**src/rtl/urs_pkg.sv**
```systemverilog
// Package for the UART register-select block: offsets, fields, reset values and timing
// Operation
// - Target register chosen from address code plus gating bits in other registers.
// - Base code 000 reads receive holding data, writes load transmit holding FIFO.
// - Base code 010 reads interrupt identification, writes go to FIFO control.
// - Base codes 101 and 110 read line and modem status; no write.
// - Codes 001, 011, 100, 111 hold int enable, line control, modem control, scratch.
// - Divisor low at 000, high at 001, forming sixteen-bit read/write divisor.
// - Divisor bytes replace codes 000 and 001 only while line control bit 7 set.
// - Enhanced bank visible only while line control equals 0xBF.
// - Enhanced bank: feature at 010, resume chars 100/101, pause chars 110/111.
// - Threshold and trigger registers visible only when feature bit 4 and modem bit 6.
// - Threshold register at 110, trigger level at 111, both read/write.
// - FIFO ready summary at 111 when a select low, modem bit2 set, loopback clear.
// - Summary bits 0-3 transmit status A-D, bits 4-7 receive status A-D.
// - Writes to modem control bit 7 ignored unless feature bit 4 set.
// - Upper int enable, transmit trigger and upper modem bits protected unless feature bit 4.
// - Divide factor cleared by reset, taken from tie-off on first enabled clock after reset, later changed by modem bit 7.
package urs_pkg;
    localparam logic [2:0] ADDR_HOLD = 3'h0;
    localparam logic [2:0] ADDR_IEN = 3'h1;
    localparam logic [2:0] ADDR_IDENT = 3'h2;
    localparam logic [2:0] ADDR_LCTL = 3'h3;
    localparam logic [2:0] ADDR_MCTL = 3'h4;
    localparam logic [2:0] ADDR_LSTAT = 3'h5;
    localparam logic [2:0] ADDR_MSTAT = 3'h6;
    localparam logic [2:0] ADDR_SCRATCH = 3'h7;
    localparam logic [7:0] LCTL_ENH_KEY = 8'hBF;
    localparam int LCTL_DIV_BIT = 7;
    localparam int FEAT_ENH_BIT = 4;
    localparam int MCTL_PRESCALE_BIT = 7;
    localparam int MCTL_THRESH_BIT = 6;
    localparam int MCTL_LOOP_BIT = 4;
    localparam int MCTL_RDYSUM_BIT = 2;
    // Bits writable only with enhanced functions on
    localparam logic [7:0] IEN_PROT_MASK = 8'hF0;
    localparam logic [7:0] FCTL_PROT_MASK = 8'h30;
    localparam logic [7:0] MCTL_PROT_MASK = 8'hE0;
    localparam logic [7:0] REG_RESET = 8'h00;
    localparam logic [15:0] DIV_RESET = 16'h0000;
    localparam int PRESCALE_DIV4 = 4;
    localparam int PRESCALE_DIV1 = 1;
    localparam int WAIT_MULT = 4;
    localparam int WAIT_W = 24;

    typedef enum logic [1:0] {
        URS_BANK_BASE = 2'b00,
        URS_BANK_DIV = 2'b01,
        URS_BANK_ENH = 2'b11,
        URS_BANK_THR = 2'b10
    } urs_bank_t;

    typedef struct packed {
        logic rd;
        logic wr;
        logic [2:0] addr;
        logic [7:0] data;
    } urs_req_t;

    typedef struct packed {
        logic [3:0] rxRdy;
        logic [3:0] txRdy;
    } urs_rdy_t;
endpackage

```
**src/rtl/urs_reg_select.sv**
```systemverilog
// Register selection, access gating and transmit pacing for one UART channel
`timescale 1ns/1ps
module urs_reg_select import urs_pkg::*; (
    input wire logic ref_clk,
    input wire logic rst,
    input wire logic clkEn,
    input wire urs_req_t hostReq,
    input wire logic [3:0] chanSelN,
    input wire logic prescaleTieoff,
    input wire logic [7:0] rxHolding,
    input wire logic [7:0] intIdent,
    input wire logic [7:0] lineStatus,
    input wire logic [7:0] modemStatus,
    input wire urs_rdy_t fifo_ready_summary,
    input wire logic txFifoEmpty,
    output logic [7:0] rdData,
    output logic txWrite,
    output logic [7:0] txData,
    output logic fcWrite,
    output logic [7:0] fifoControl,
    output logic [7:0] intEnable,
    output logic [7:0] lineControl,
    output logic [7:0] modemControl,
    output logic [15:0] divisor,
    output logic [7:0] enhancedFeature,
    output logic [7:0] flowThreshold,
    output logic [7:0] triggerLevel,
    output logic prescaleDiv4,
    output logic txPaceBusy
);
    logic [7:0] ienQ, ienD, lctlQ, lctlD, mctlQ, mctlD, scrQ, scrD;
    logic [7:0] divLoQ, divLoD, divHiQ, divHiD, featQ, featD;
    logic [7:0] res1Q, res1D, res2Q, res2D, pau1Q, pau1D, pau2Q, pau2D;
    logic [7:0] thrQ, thrD, tlvQ, tlvD, fctlQ, fctlD, rdQ, rdD, txDatQ, txDatD;
    logic txWrQ, txWrD, fcWrQ, fcWrD, psQ, psD, strapDoneQ, strapDoneD;
    logic [WAIT_W-1:0] waitQ, waitD;
    logic [1:0] chanSyncQ [4];
    logic [1:0] tieSyncQ;
    logic [3:0] chanSelSync;
    logic enhOn, divVis, enhVis, thrVis, rdySumVis, wrStb, rdStb;
    logic [7:0] wdat;
    urs_bank_t bank;

    // Pin synchronisers, two stages each
    always_ff @(posedge ref_clk or posedge rst) begin
        if (rst) begin
            for (int i = 0; i < 4; i++) begin
                chanSyncQ[i] <= 2'h3;
            end
        end else if (clkEn) begin
            for (int i = 0; i < 4; i++) begin
                chanSyncQ[i] <= {chanSyncQ[i][0], chanSelN[i]};
            end
        end
    end

    // Tie-off sampler keeps running through reset
    always_ff @(posedge ref_clk) begin
        if (clkEn) begin
            tieSyncQ <= {tieSyncQ[0], prescaleTieoff};
        end
    end

    always_comb begin
        for (int i = 0; i < 4; i++) begin
            chanSelSync[i] = chanSyncQ[i][1];
        end
    end

    assign wrStb = hostReq.wr;
    assign rdStb = hostReq.rd;
    assign wdat = hostReq.data;
    assign enhOn = featQ[FEAT_ENH_BIT];

    assign divVis = lctlQ[LCTL_DIV_BIT];
    assign enhVis = (lctlQ == LCTL_ENH_KEY);
    assign thrVis = enhOn && mctlQ[MCTL_THRESH_BIT];
    assign rdySumVis = (chanSelSync != 4'hF) && mctlQ[MCTL_RDYSUM_BIT] && !mctlQ[MCTL_LOOP_BIT];

    always_comb begin
        if (enhVis) begin
            bank = URS_BANK_ENH;
        end else if (divVis) begin
            bank = URS_BANK_DIV;
        end else if (thrVis) begin
            bank = URS_BANK_THR;
        end else begin
            bank = URS_BANK_BASE;
        end
    end

    // Register writes
    always_comb begin
        ienD = ienQ;
        lctlD = lctlQ;
        mctlD = mctlQ;
        scrD = scrQ;
        divLoD = divLoQ;
        divHiD = divHiQ;
        featD = featQ;
        res1D = res1Q;
        res2D = res2Q;
        pau1D = pau1Q;
        pau2D = pau2Q;
        thrD = thrQ;
        tlvD = tlvQ;
        fctlD = fctlQ;
        txDatD = txDatQ;
        txWrD = 1'b0;
        fcWrD = 1'b0;
        if (wrStb) begin
            case (hostReq.addr)
                ADDR_HOLD: begin
                    if (bank == URS_BANK_DIV || bank == URS_BANK_ENH) begin
                        divLoD = wdat;
                    end else begin
                        txDatD = wdat;
                        txWrD = 1'b1;
                    end
                end
                ADDR_IEN: begin
                    if (bank == URS_BANK_DIV || bank == URS_BANK_ENH) begin
                        divHiD = wdat;
                    end else begin
                        ienD = enhOn ? wdat : ((wdat & ~IEN_PROT_MASK) | (ienQ & IEN_PROT_MASK));
                    end
                end
                ADDR_IDENT: begin
                    if (bank == URS_BANK_ENH) begin
                        featD = wdat;
                    end else begin
                        fctlD = enhOn ? wdat : ((wdat & ~FCTL_PROT_MASK) | (fctlQ & FCTL_PROT_MASK));
                        fcWrD = 1'b1;
                    end
                end
                ADDR_LCTL: begin
                    lctlD = wdat;
                end
                ADDR_MCTL: begin
                    if (bank == URS_BANK_ENH) begin
                        res1D = wdat;
                    end else begin
                        mctlD = enhOn ? wdat : ((wdat & ~MCTL_PROT_MASK) | (mctlQ & MCTL_PROT_MASK));
                    end
                end
                ADDR_LSTAT: begin
                    if (bank == URS_BANK_ENH) begin
                        res2D = wdat;
                    end
                end
                ADDR_MSTAT: begin
                    if (bank == URS_BANK_ENH) begin
                        pau1D = wdat;
                    end else if (bank == URS_BANK_THR) begin
                        thrD = wdat;
                    end
                end
                ADDR_SCRATCH: begin
                    if (bank == URS_BANK_ENH) begin
                        pau2D = wdat;
                    end else if (bank == URS_BANK_THR) begin
                        tlvD = wdat;
                    end else begin
                        scrD = wdat;
                    end
                end
                default: begin
                end
            endcase
        end
    end

    // Read mux
    always_comb begin
        rdD = rdQ;
        if (rdStb) begin
            case (hostReq.addr)
                ADDR_HOLD: rdD = (bank == URS_BANK_DIV || bank == URS_BANK_ENH) ? divLoQ : rxHolding;
                ADDR_IEN: rdD = (bank == URS_BANK_DIV || bank == URS_BANK_ENH) ? divHiQ : ienQ;
                ADDR_IDENT: rdD = (bank == URS_BANK_ENH) ? featQ : intIdent;
                ADDR_LCTL: rdD = lctlQ;
                ADDR_MCTL: rdD = (bank == URS_BANK_ENH) ? res1Q : mctlQ;
                ADDR_LSTAT: rdD = (bank == URS_BANK_ENH) ? res2Q : lineStatus;
                ADDR_MSTAT: begin
                    if (bank == URS_BANK_ENH) begin
                        rdD = pau1Q;
                    end else if (bank == URS_BANK_THR) begin
                        rdD = thrQ;
                    end else begin
                        rdD = modemStatus;
                    end
                end
                ADDR_SCRATCH: begin
                    if (bank == URS_BANK_ENH) begin
                        rdD = pau2Q;
                    end else if (bank == URS_BANK_THR) begin
                        rdD = tlvQ;
                    end else if (rdySumVis) begin
                        rdD = {fifo_ready_summary.rxRdy, fifo_ready_summary.txRdy};
                    end else begin
                        rdD = scrQ;
                    end
                end
                default: rdD = 8'h00;
            endcase
        end
    end

    // Prescale from tie-off, then modem bit 7
    always_comb begin
        strapDoneD = 1'b1;
        psD = psQ;
        if (!strapDoneQ) begin
            psD = tieSyncQ[1];
        end else if (mctlD[MCTL_PRESCALE_BIT] != mctlQ[MCTL_PRESCALE_BIT]) begin
            psD = mctlD[MCTL_PRESCALE_BIT];
        end
    end

    // Host pacing window after first write to empty FIFO
    always_comb begin
        logic [WAIT_W-1:0] span;
        span = WAIT_W'(({8'h00, divHiQ, divLoQ}) * WAIT_W'(WAIT_MULT)
            * WAIT_W'(psQ ? PRESCALE_DIV4 : PRESCALE_DIV1));
        waitD = waitQ;
        if (txWrD && txFifoEmpty && waitQ == '0) begin
            waitD = span;
        end else if (waitQ != '0) begin
            waitD = waitQ - WAIT_W'(1);
        end
    end

    always_ff @(posedge ref_clk or posedge rst) begin
        if (rst) begin
            ienQ <= REG_RESET;
            lctlQ <= REG_RESET;
            mctlQ <= REG_RESET;
            scrQ <= REG_RESET;
            divLoQ <= DIV_RESET[7:0];
            divHiQ <= DIV_RESET[15:8];
            featQ <= REG_RESET;
            res1Q <= REG_RESET;
            res2Q <= REG_RESET;
            pau1Q <= REG_RESET;
            pau2Q <= REG_RESET;
            thrQ <= REG_RESET;
            tlvQ <= REG_RESET;
            fctlQ <= REG_RESET;
            txDatQ <= REG_RESET;
            rdQ <= REG_RESET;
            txWrQ <= 1'b0;
            fcWrQ <= 1'b0;
            psQ <= 1'b0;
            strapDoneQ <= 1'b0;
            waitQ <= '0;
        end else if (clkEn) begin
            ienQ <= ienD;
            lctlQ <= lctlD;
            mctlQ <= mctlD;
            scrQ <= scrD;
            divLoQ <= divLoD;
            divHiQ <= divHiD;
            featQ <= featD;
            res1Q <= res1D;
            res2Q <= res2D;
            pau1Q <= pau1D;
            pau2Q <= pau2D;
            thrQ <= thrD;
            tlvQ <= tlvD;
            fctlQ <= fctlD;
            txDatQ <= txDatD;
            rdQ <= rdD;
            txWrQ <= txWrD;
            fcWrQ <= fcWrD;
            psQ <= psD;
            strapDoneQ <= strapDoneD;
            waitQ <= waitD;
        end
    end

    assign rdData = rdQ;
    assign txWrite = txWrQ;
    assign txData = txDatQ;
    assign fcWrite = fcWrQ;
    assign fifoControl = fctlQ;
    assign intEnable = ienQ;
    assign lineControl = lctlQ;
    assign modemControl = mctlQ;
    assign divisor = {divHiQ, divLoQ};
    assign enhancedFeature = featQ;
    assign flowThreshold = thrQ;
    assign triggerLevel = tlvQ;
    assign prescaleDiv4 = psQ;
    assign txPaceBusy = (waitQ != '0);
endmodule // urs_reg_select

```
**config.mk**
```make
export PLATFORM = sky130hd
export DESIGN_NAME = urs_reg_select
export DESIGN_NICKNAME = d
export VERILOG_FILES = /design/src/rtl/urs_pkg.sv /design/src/rtl/urs_reg_select.sv
export SDC_FILE = /design/constraint.sdc
export NUM_CORES = 1
export LEC_CHECK = 0
export BUFFER_PORTS_ARGS = -buffer_cell sky130_fd_sc_hd__clkbuf_2
export CELL_PAD_IN_SITES_DETAIL_PLACEMENT = 0
export CELL_PAD_IN_SITES_GLOBAL_PLACEMENT = 1
export CORE_ASPECT_RATIO = 0.8
export CORE_MARGIN = 4
export CORE_UTILIZATION = 40
export DETAILED_ROUTE_END_ITERATION = 16
export PLACE_DENSITY_LB_ADDON = 0.1
export SLEW_MARGIN = 20
export SYNTH_ARGS = -nofsm -noshare
export SYNTH_HDL_FRONTEND = slang
export SYNTH_SLANG_ARGS = --single-unit
```
**constraint.sdc**
```tcl
create_clock -name ref_clk -period 5.1 [get_ports ref_clk]
set_clock_uncertainty 0.1 [all_clocks]
set_input_delay 0.51 -clock ref_clk [delete_from_list [all_inputs] [get_ports ref_clk]]
set_output_delay 0.51 -clock ref_clk [all_outputs]
set_load 0.1 [all_outputs]
```
======== Word-level counts from Yosys, hierarchy flattened ========
Cells that the tools add are included.
word-level totals
  register bits ........................... 166
  output and inout port bits .............. 92
  logic and storage cells ................. 109
operators by class
  $add $sub $neg .......................... 1
  $mul .................................... 1
  eq/ne operators ......................... 14
  muxes and demuxes ....................... 31
  bitwise gates (word level) .............. 6
  reductions and logical operators ........ 29
operators by type and width
  kind                     number
  $mux W8                  16
  $pmux W8 S8              1
  $mux W24                 2
  $reduce_and A4 Y1        11
  $logic_not A24 Y1        1
  $reduce_bool A24 Y1      1
  $sub A24 B1 Y24 const B  1
  $mul A16 B3 Y19          1
  $reduce_and A5 Y1        3
  $eq A3 B3 Y1 const B     4
  $eq A8 B8 Y1 const B     1
  $mux W1                  8
  $or A4 B8 Y8             1
  $or A5 B8 Y8             1
  $or A8 B6 Y8             1
  $eq A3 B2 Y1 const B     2
  $mux W2                  3
  $reduce_and A2 Y1        3
  $logic_and A1 B1 Y1      5
  $eq A2 B2 Y1 const B     2
  $ne A4 B4 Y1 const B     1
  $eq A3 B1 Y1 const B     1
  $logic_not A3 Y1         1
  $mux W3                  1
  other kinds (8)          10

======== Logic depth before layout (Yosys ltp) ========
Gate-level depths: netlist of run 1.
  depth after elaboration ................. 13
  mapped depth ............................ 10
  depth with buffers taken out ............ 9

======== Worst setup path after synthesis of run 1 ========
OpenSTA, ideal clock, no wires.
  kind .................................... register -> register
  from .................................... register lctlQ[7], in the netlist lineControl[7]
  to ...................................... register scrQ[0]
  library setup time ...................... 0.125 ns
  arrival ................................. 2.829 ns
  data required time ...................... 4.875 ns
  path slack .............................. 2.047 ns
  cell stages (with the launch flop) ...... 9
  path through ............................ dfrtp_1 clkbuf_1 and4b_1 and2_0 buf_2 clkbuf_1 nor2_1 nand3_1 mux2_2
between the ends
  longest elaborated chain between the ends .. 5
ends and longest elaborated chain
  element                                         RTL line                                      text
  start, declared                                 urs_reg_select.sv:31                          logic [7:0] ienQ, ienD, lctlQ, lctlD, mctlQ, mctlD, scrQ, scrD;
  start signal, assigned                          urs_reg_select.sv:258                         lctlQ <= lctlD;
  $eq A8 B8 Y1 / $mux W2 (equally long branches)  urs_reg_select.sv:76, urs_reg_select.sv:83
  $mux W2 *                                       urs_reg_select.sv:81                          if (enhVis) begin
  $eq A2 B2 Y1, on equally long branches          urs_reg_select.sv:161, urs_reg_select.sv:159
  $not A1 Y1 (no line)                            --
  $reduce_and A5 Y1 (no line) *                   --
  end signal, assigned                            urs_reg_select.sv:260                         scrQ <= scrD;
  end, declared                                   urs_reg_select.sv:31
Every way passes the cells marked *; elsewhere a longest branch is shown, timed or not.
A chain may end at the register's enable or synchronous reset.

======== Worst setup path after layout of run 1 ========
  from .................................... register waitQ[2]
  to ...................................... output port txPaceBusy
between the ends
  longest elaborated chain between the ends .. 1
ends and longest elaborated chain
  element                 RTL line               text
  start, declared         urs_reg_select.sv:36   logic [WAIT_W-1:0] waitQ, waitD;
  start signal, assigned  urs_reg_select.sv:277  waitQ <= waitD;
  $reduce_bool A24 Y1     urs_reg_select.sv:294  assign txPaceBusy = (waitQ != '0);
  end, declared           urs_reg_select.sv:29   output logic txPaceBusy
Every way passes these cells.

==> reports/metrics.yaml, run 1 <==
cells_and_area:
  area_growth_pct: 18.3
  n_antenna_cell: 0
  nNetsFinal: 1073
  final_area_sq_um: 10600
  drive_gt1_share_pct: 34.1
sta:
  min_period_ns: 3.54
  slew_headroom_pct: 38.0
  worstMarginPinSlew_ns: 0.923
  setup_viol: 0
  rsz0062_at_grt: "false"
  clock.fmax_ghz: 0.283
  hold_ws_ns: 0.115
  setup_tns_ns: 0
  finalHoldViolations: 0
  slew_viol_final: 0
  finalCritPeriodShare_pct: 69.4
power:
  power_mw: 4.71
  irDropWorstVdd_v: 0.000320
  p_per_area_nw_per_um2: 444
  p_leak_nw: 5.12
setup_path:
  critPathMaxFanout: 9
  ff2ff_path_depth: 6
  cp.arrival_ns: 2.93
  crit_path_end_kind: "output port"
  ff2ff_setup_slack_ns: 1.56
  timing.rr.start: "lineControl[6]"
  worstPathRequired_ns: 4.49
  critPathKind: "reg2out"
  reg2reg_to: "rdData[0]"
  cp-start-kind: "flop"
drt:
  wl_um: 29300
  ant_nets: 0
  met3_length_um: 1940
  drt-met1-wl_um: 14900
  wl_met2_um: 12100
  vias_per_cell: 5.66
  wl_per_cell_um: 22.4
  dr.pass1.iters: 5
  dr.max_layer_used: "met4"
  post-route-drc-count: 0
  vias: 7396
  drtIter0Drc: 704
clock_tree:
  cts_root_buf: "clkbuf_16"
  cts.sinks: 166
  cts.repair.resized: 0
  cts_hold_buf: 0
  cts.clk_slew.worst_paths_ns: 0.07
  clockBufferDepth: 2
  post-cts-setup-buffers: 0
  clkLatencyLatePin_ns: 0.43
  cts_buffers: 17
  cts-htree-levels: 4
  cts_tree: "built"
place:
  place_area_sq_um: 10000
  hpwlAfterDp_um: 20900
  io_buffers: 153
  gp_congestion: 0.866
logic_synthesis:
  synth_edf_count: 2
  syn_area_per_cell_sq_um: 10.5
  yosys_warnings: 0
  synth.top_cell.area_share_pct: 43.5
  yosysSeqAreaShare_pct: 46.5
  ys_seq_elements: 166
  yosysMostFrequentCell: "dfrtp_1"
  synthTopCellsByCount: "dfrtp_1, mux2_2, nand2_1, a21oi_1, clkbuf_1"
  synth-main-ff-cell: "dfrtp_1"
  netlist_instances: 855
  syn_area_sq_um: 8970
  synthArstFlopShare_pct: 98.8
  yosysTopAreaCell: "dfrtp_1"
  synthTopCellsByArea: "dfrtp_1, mux2_2, nand2_1"
  ys_types: 65
outcome:
  status: "finished, final reports clean"
die:
  coreArea_sq_um: 21800
  chipWidth_um: 175
  rows: 48
  start_util_pct: 41.2
  io_pins: 154
  die-area_sq_um: 24900
  die_h_um: 142
grt:
  antenna_found_initial: 0
  grt.overflow.total: 0
  grt_pass1_wl_um: 44800
  track_usage_pct: 23.6
  grt_pass1_vias: 7275
  grt_max_degree: 84
flow_run:
  cap_violations: 0
hold_path:
  min_path_type: "in2async"
[sequential cells by signal (all words and copies together), names as in the netlist, 4 cells and up]
register	cells
res1Q	8
triggerLevel	8
divLoQ	8
pau1Q	8
lineControl	8
fifoControl	8
res2Q	8
chanSyncQ	4
scrQ	8
pau2Q	8
intEnable	8
modemControl	8
enhancedFeature	8
flowThreshold	8
txData	8
rdData	8
waitQ	24
divHiQ	8
chanSelSync	4
[metal layers]
metal	vias up	track usage [%]
li1	3393	-
met1	3750	37.3
met2	233	33.0
met3	20	5.37
met4	0	4.84
met5	-	0
[kinds of logic after synthesis]
logic type / Yosys count / share of synthesized area, %
and+or+nand+nor: 238 / 12.9
AOI/OAI and AO/OA: 191 / 13.8
DFF: 166 / 46.5
muxes: 160 / 19.6
buffers and inverters: 66 / 3.07
adders and majority gates: 17 / 2.45
xor gates and xnor gates: 16 / 1.56
other: 1 / 0.0418
[layout make-up]
type,instances,area (sq um)
Sequential cell,166,4170
Multi-Input combinational cell,637,4580
Fill cell,2039,11200
Clock inverter,14,188
Inverter,15,61.3
Timing Repair Buffer,157,808
Clock buffer,18,429
Tap cell,300,375
[placed cells by master (no fill, tap or decap), types with 8 or more instances in the layout]
master	n
dfrtp_1	156
clkbuf_2	153
mux2_2	128
nand2_1	110
a21oi_1	73
nor2_1	36
mux2i_1	31
o21ai_0	27
clkbuf_16	17
ha_1	16
conb_1	15
inv_1	14
or3_1	13
nor2b_1	13
o22ai_1	11
a211oi_1	11
xnor2_1	10
nor4_1	9
a22oi_1	9
nor3_1	8
a21o_1	8
a2111oi_0	8
a221oi_1	8
dfstp_2	8
[critical path, cell delays in order (launching register included)]
cell and delay, ns:
dfrtp_1 0.42, nor4_2 0.83, nand3_2 0.31, or3_1 0.53, clkbuf_2 0.41
[how the worst max path moves through the flow]
| stage | end | startpoint | slack, ns | depth (start not counted) |
|---|---|---|---|---|
| after floorplan | divHiQ[0] | rst | 0.07 | 1 |
| after global placement | rdData[0] | lineControl[6] | 1.62 | 6 |
| after detailed placement | rdData[0] | lineControl[6] | 1.62 | 6 |
| after CTS | rdData[0] | lineControl[6] | 1.58 | 6 |
| after global routing | rdData[0] | lineControl[6] | 1.37 | 6 |
| final | txPaceBusy | waitQ[2] | 1.56 | 4 |
[stage by stage]
stage / instances / worst slack (ns) / util [%]
6_report: 1307 / 1.56 / 48.7
5_1_grt: 1307 / 1.37 / 48.7
4_1_cts: 1307 / 1.58 / 48.7
3_5_place_dp: 1275 / 1.62 / 45.9
3_3_place_gp: 1275 / 1.62 / 45.9
2_1_floorplan: 869 / 0.0699 / -
[where the power goes]
group	leakage (nW)	switching, mW	total, mW	internal, mW
logic	2.66	1.22	1.62	0.400
clock network	0.298	0.599	1.39	0.789
registers	2.16	0.199	1.71	1.51
total	5.12	2.02	4.71	2.70
Note: power is estimated with default switching activity, not from simulation.
==> run 2: changes to the inputs <==
clock period = 3.22 ns   (was 5.1 ns; I/O delays follow)
==> run 2 against run 1 <==
Combinational power increased by 59%. Sequential share of layout area decreased by 0.43 points. Sequential cell count unchanged. Setup slack got worse by 1.4 ns. Final cell count increased by 1.7%. Register-to-register slack got worse by 1.2 ns. Worst hold slack got worse by 0.095 ns. Via count increased by 1.1%. Total power increased by 55%. Critical path type unchanged. Highest routed layer is now met5.
==> reports/metrics.yaml, run 2 (synthesis gave the netlist of run 1 again) <==
cells_and_area:
  fillers: 2096  # +2.8%
  utilization_pct: 49.2  # +0.54 points
  regMostFlops: "waitQ"
  final_area_sq_um: 10700  # +1.1%
  area_growth_pct: 19.6
  n_antenna_cell: 0  # unchanged
  drive_gt1_share_pct: 35.4  # +1.3 points
  final_common_cell: "dfrtp_1"
  largest_register_ffs: 24  # unchanged
  mostFrequentLayoutCells: "dfrtp_1, clkbuf_2, mux2_2"
  nNetsFinal: 1095  # +2.1%
place:
  place_area_sq_um: 10200  # +1.6%
  hpwlAfterDp_um: 21500  # +3.0%
  io_buffers: 153  # unchanged
  gp_congestion: 0.899  # +3.9%
die:
  io_pins: 154  # unchanged
  die-area_sq_um: 24900  # unchanged
  chipWidth_um: 175  # unchanged
  coreArea_sq_um: 21800  # unchanged
  die_h_um: 142  # unchanged
  start_util_pct: 41.2  # unchanged
  rows: 48  # unchanged
drt:
  wl_per_cell_um: 22.5  # +0.65%
  ant_nets: 0  # unchanged
  vias: 7477  # +1.1%
  vias_per_cell: 5.63  # -0.58%
  drtIter0Drc: 692  # -1.7%
  dr.pass1.iters: 5  # unchanged
  post-route-drc-count: 0  # unchanged
  wl_um: 29900  # +2.3%
sta:
  finalHoldViolations: 0  # unchanged
  rsz0062_at_grt: "false"
  setup_viol: 0  # unchanged
  worstMarginPinSlew_ns: 0.912  # -0.0112 ns
  hold_ws_ns: 0.0194  # -0.0952 ns
  setup_tns_ns: 0  # unchanged
  finalCritPeriodShare_pct: 94.5
  clock.fmax_ghz: 0.329
  slew_headroom_pct: 39.2  # +1.3 points
  min_period_ns: 3.04
  slew_viol_final: 0  # unchanged
setup_path:
  worstPathCellList: "or3_4, or4_4, or3_1, clkbuf_2"
  worstPathRequired_ns: 2.80  # -1.69 ns
  critPathKind: "reg2out"
  cp.arrival_ns: 2.62  # -0.31 ns
  critPathMaxStageDelay_ns: 0.50  # -0.33 ns
  cp-start-kind: "flop"
  cp_top_family: "simple AND/OR/NAND/NOR gates"
  critPathMaxFanout: 8  # -1
  crit_path_end_kind: "output port"
  path_buf_inv: 1  # unchanged
  cpMaxStageDelayCell: "or4_4"
power:
  p_per_area_nw_per_um2: 680  # +53%
  p_leak_nw: 5.20  # +1.6%
  irDropWorstVdd_v: 0.000470  # +47%
grt:
  grtUsageMet2_pct: 32.2  # -0.79 points
  antenna_found_initial: 3  # +3
  met1_usage_pct: 39.9  # +2.6 points
  grt_pass1_vias: 7265  # -0.14%
  grt.busiest_layer: "met1"
  track_usage_pct: 24.3  # +0.74 points
  grt_max_degree: 165  # +96%
  grt_pass1_wl_um: 45900  # +2.4%
  gr-usage-met3_pct: 5.52  # +0.16 points
  grt.overflow.total: 0  # unchanged
clock_tree:
  cts_tree: "built"
  cts_root_buf: "clkbuf_16"
  cts_buffers: 17  # unchanged
  cts.sinks: 166  # unchanged
  cts-htree-levels: 4  # unchanged
  cts.clk_slew.worst_paths_ns: 0.07  # about the same
  clockBufferDepth: 2  # unchanged
  clkLatencyLatePin_ns: 0.44  # about the same
outcome:
  status: "finished, final reports clean"
flow_run:
  cap_violations: 0  # unchanged
hold_path:
  min_path_type: "in2reg"
==> run 2: timing repair <==
item / 4_1_cts / 5_1_grt
hold endpoints to repair: 2 / 0
hold buffers: 2 / 0
gates resized for setup: 0 / 1
endpoints found under the setup margin: 0 / 1
buffers inserted: 0 / 0
==> run 2: area by class of cell <==
cell class / count / area [sq um] / area share, %
Inverter: 15 / 60.1 / 0.559
Tap cell: 300 / 375 / 3.50
Timing Repair Buffer: 179 / 991 / 9.23
Sequential cell: 166 / 4170 / 38.9
Multi-Input combinational cell: 637 / 4580 / 42.6
Clock inverter: 15 / 131 / 1.22
Clock buffer: 17 / 425 / 3.96
==> run 2: final timing paths <==
kind                        startpoint               end  slack (ns)  depth (start not counted)
max                          waitQ[17]        txPaceBusy        0.18                          4
min                        chanSelN[2]      chanSyncQ[2]        0.02                          2
max reg2reg                  waitQ[17]         waitQ[11]        0.41                          7
min reg2reg                tieSyncQ[0]       tieSyncQ[1]        0.36                          0
max in group asynchronous          rst  flowThreshold[4]        2.31                          3
min in group asynchronous          rst   triggerLevel[6]        0.06                          3
==> run 2: metrics by stage <==
step           cells  total power [mW]  setup slack [ns]
5_1_grt         1329              7.65            0.0546
3_3_place_gp    1295              5.28             0.453
2_1_floorplan    869              4.68             0.167
4_1_cts         1329              7.30             0.107
3_5_place_dp    1295              5.29             0.443
6_report        1329              7.30             0.179
==> run 2: metal layers <==
| layer | share of wire [%] | vias up |
|---|---|---|
| li1 | - | 3439 |
| met1 | 52 | 3720 |
| met2 | 39 | 287 |
| met3 | 8.1 | 27 |
| met4 | 0.95 | 4 |
| met5 | 0.090 | - |
==> run 2: worst reg2reg max path: stages, from the launching register on <==
cell,delay [ns]
dfrtp_1,0.43
or3_4,0.44
or4_4,0.50
nor4_1,0.69
buf_4,0.28
or2_2,0.12
a21oi_1,0.05
a21oi_1,0.13
==> run 2: power by group <==
group	total, mW	switching (mW)	internal [mW]
Combinational	2.57	1.91	0.660
Sequential	2.73	0.338	2.39
Clock	2.00	0.979	1.02
Total	7.30	3.23	4.07
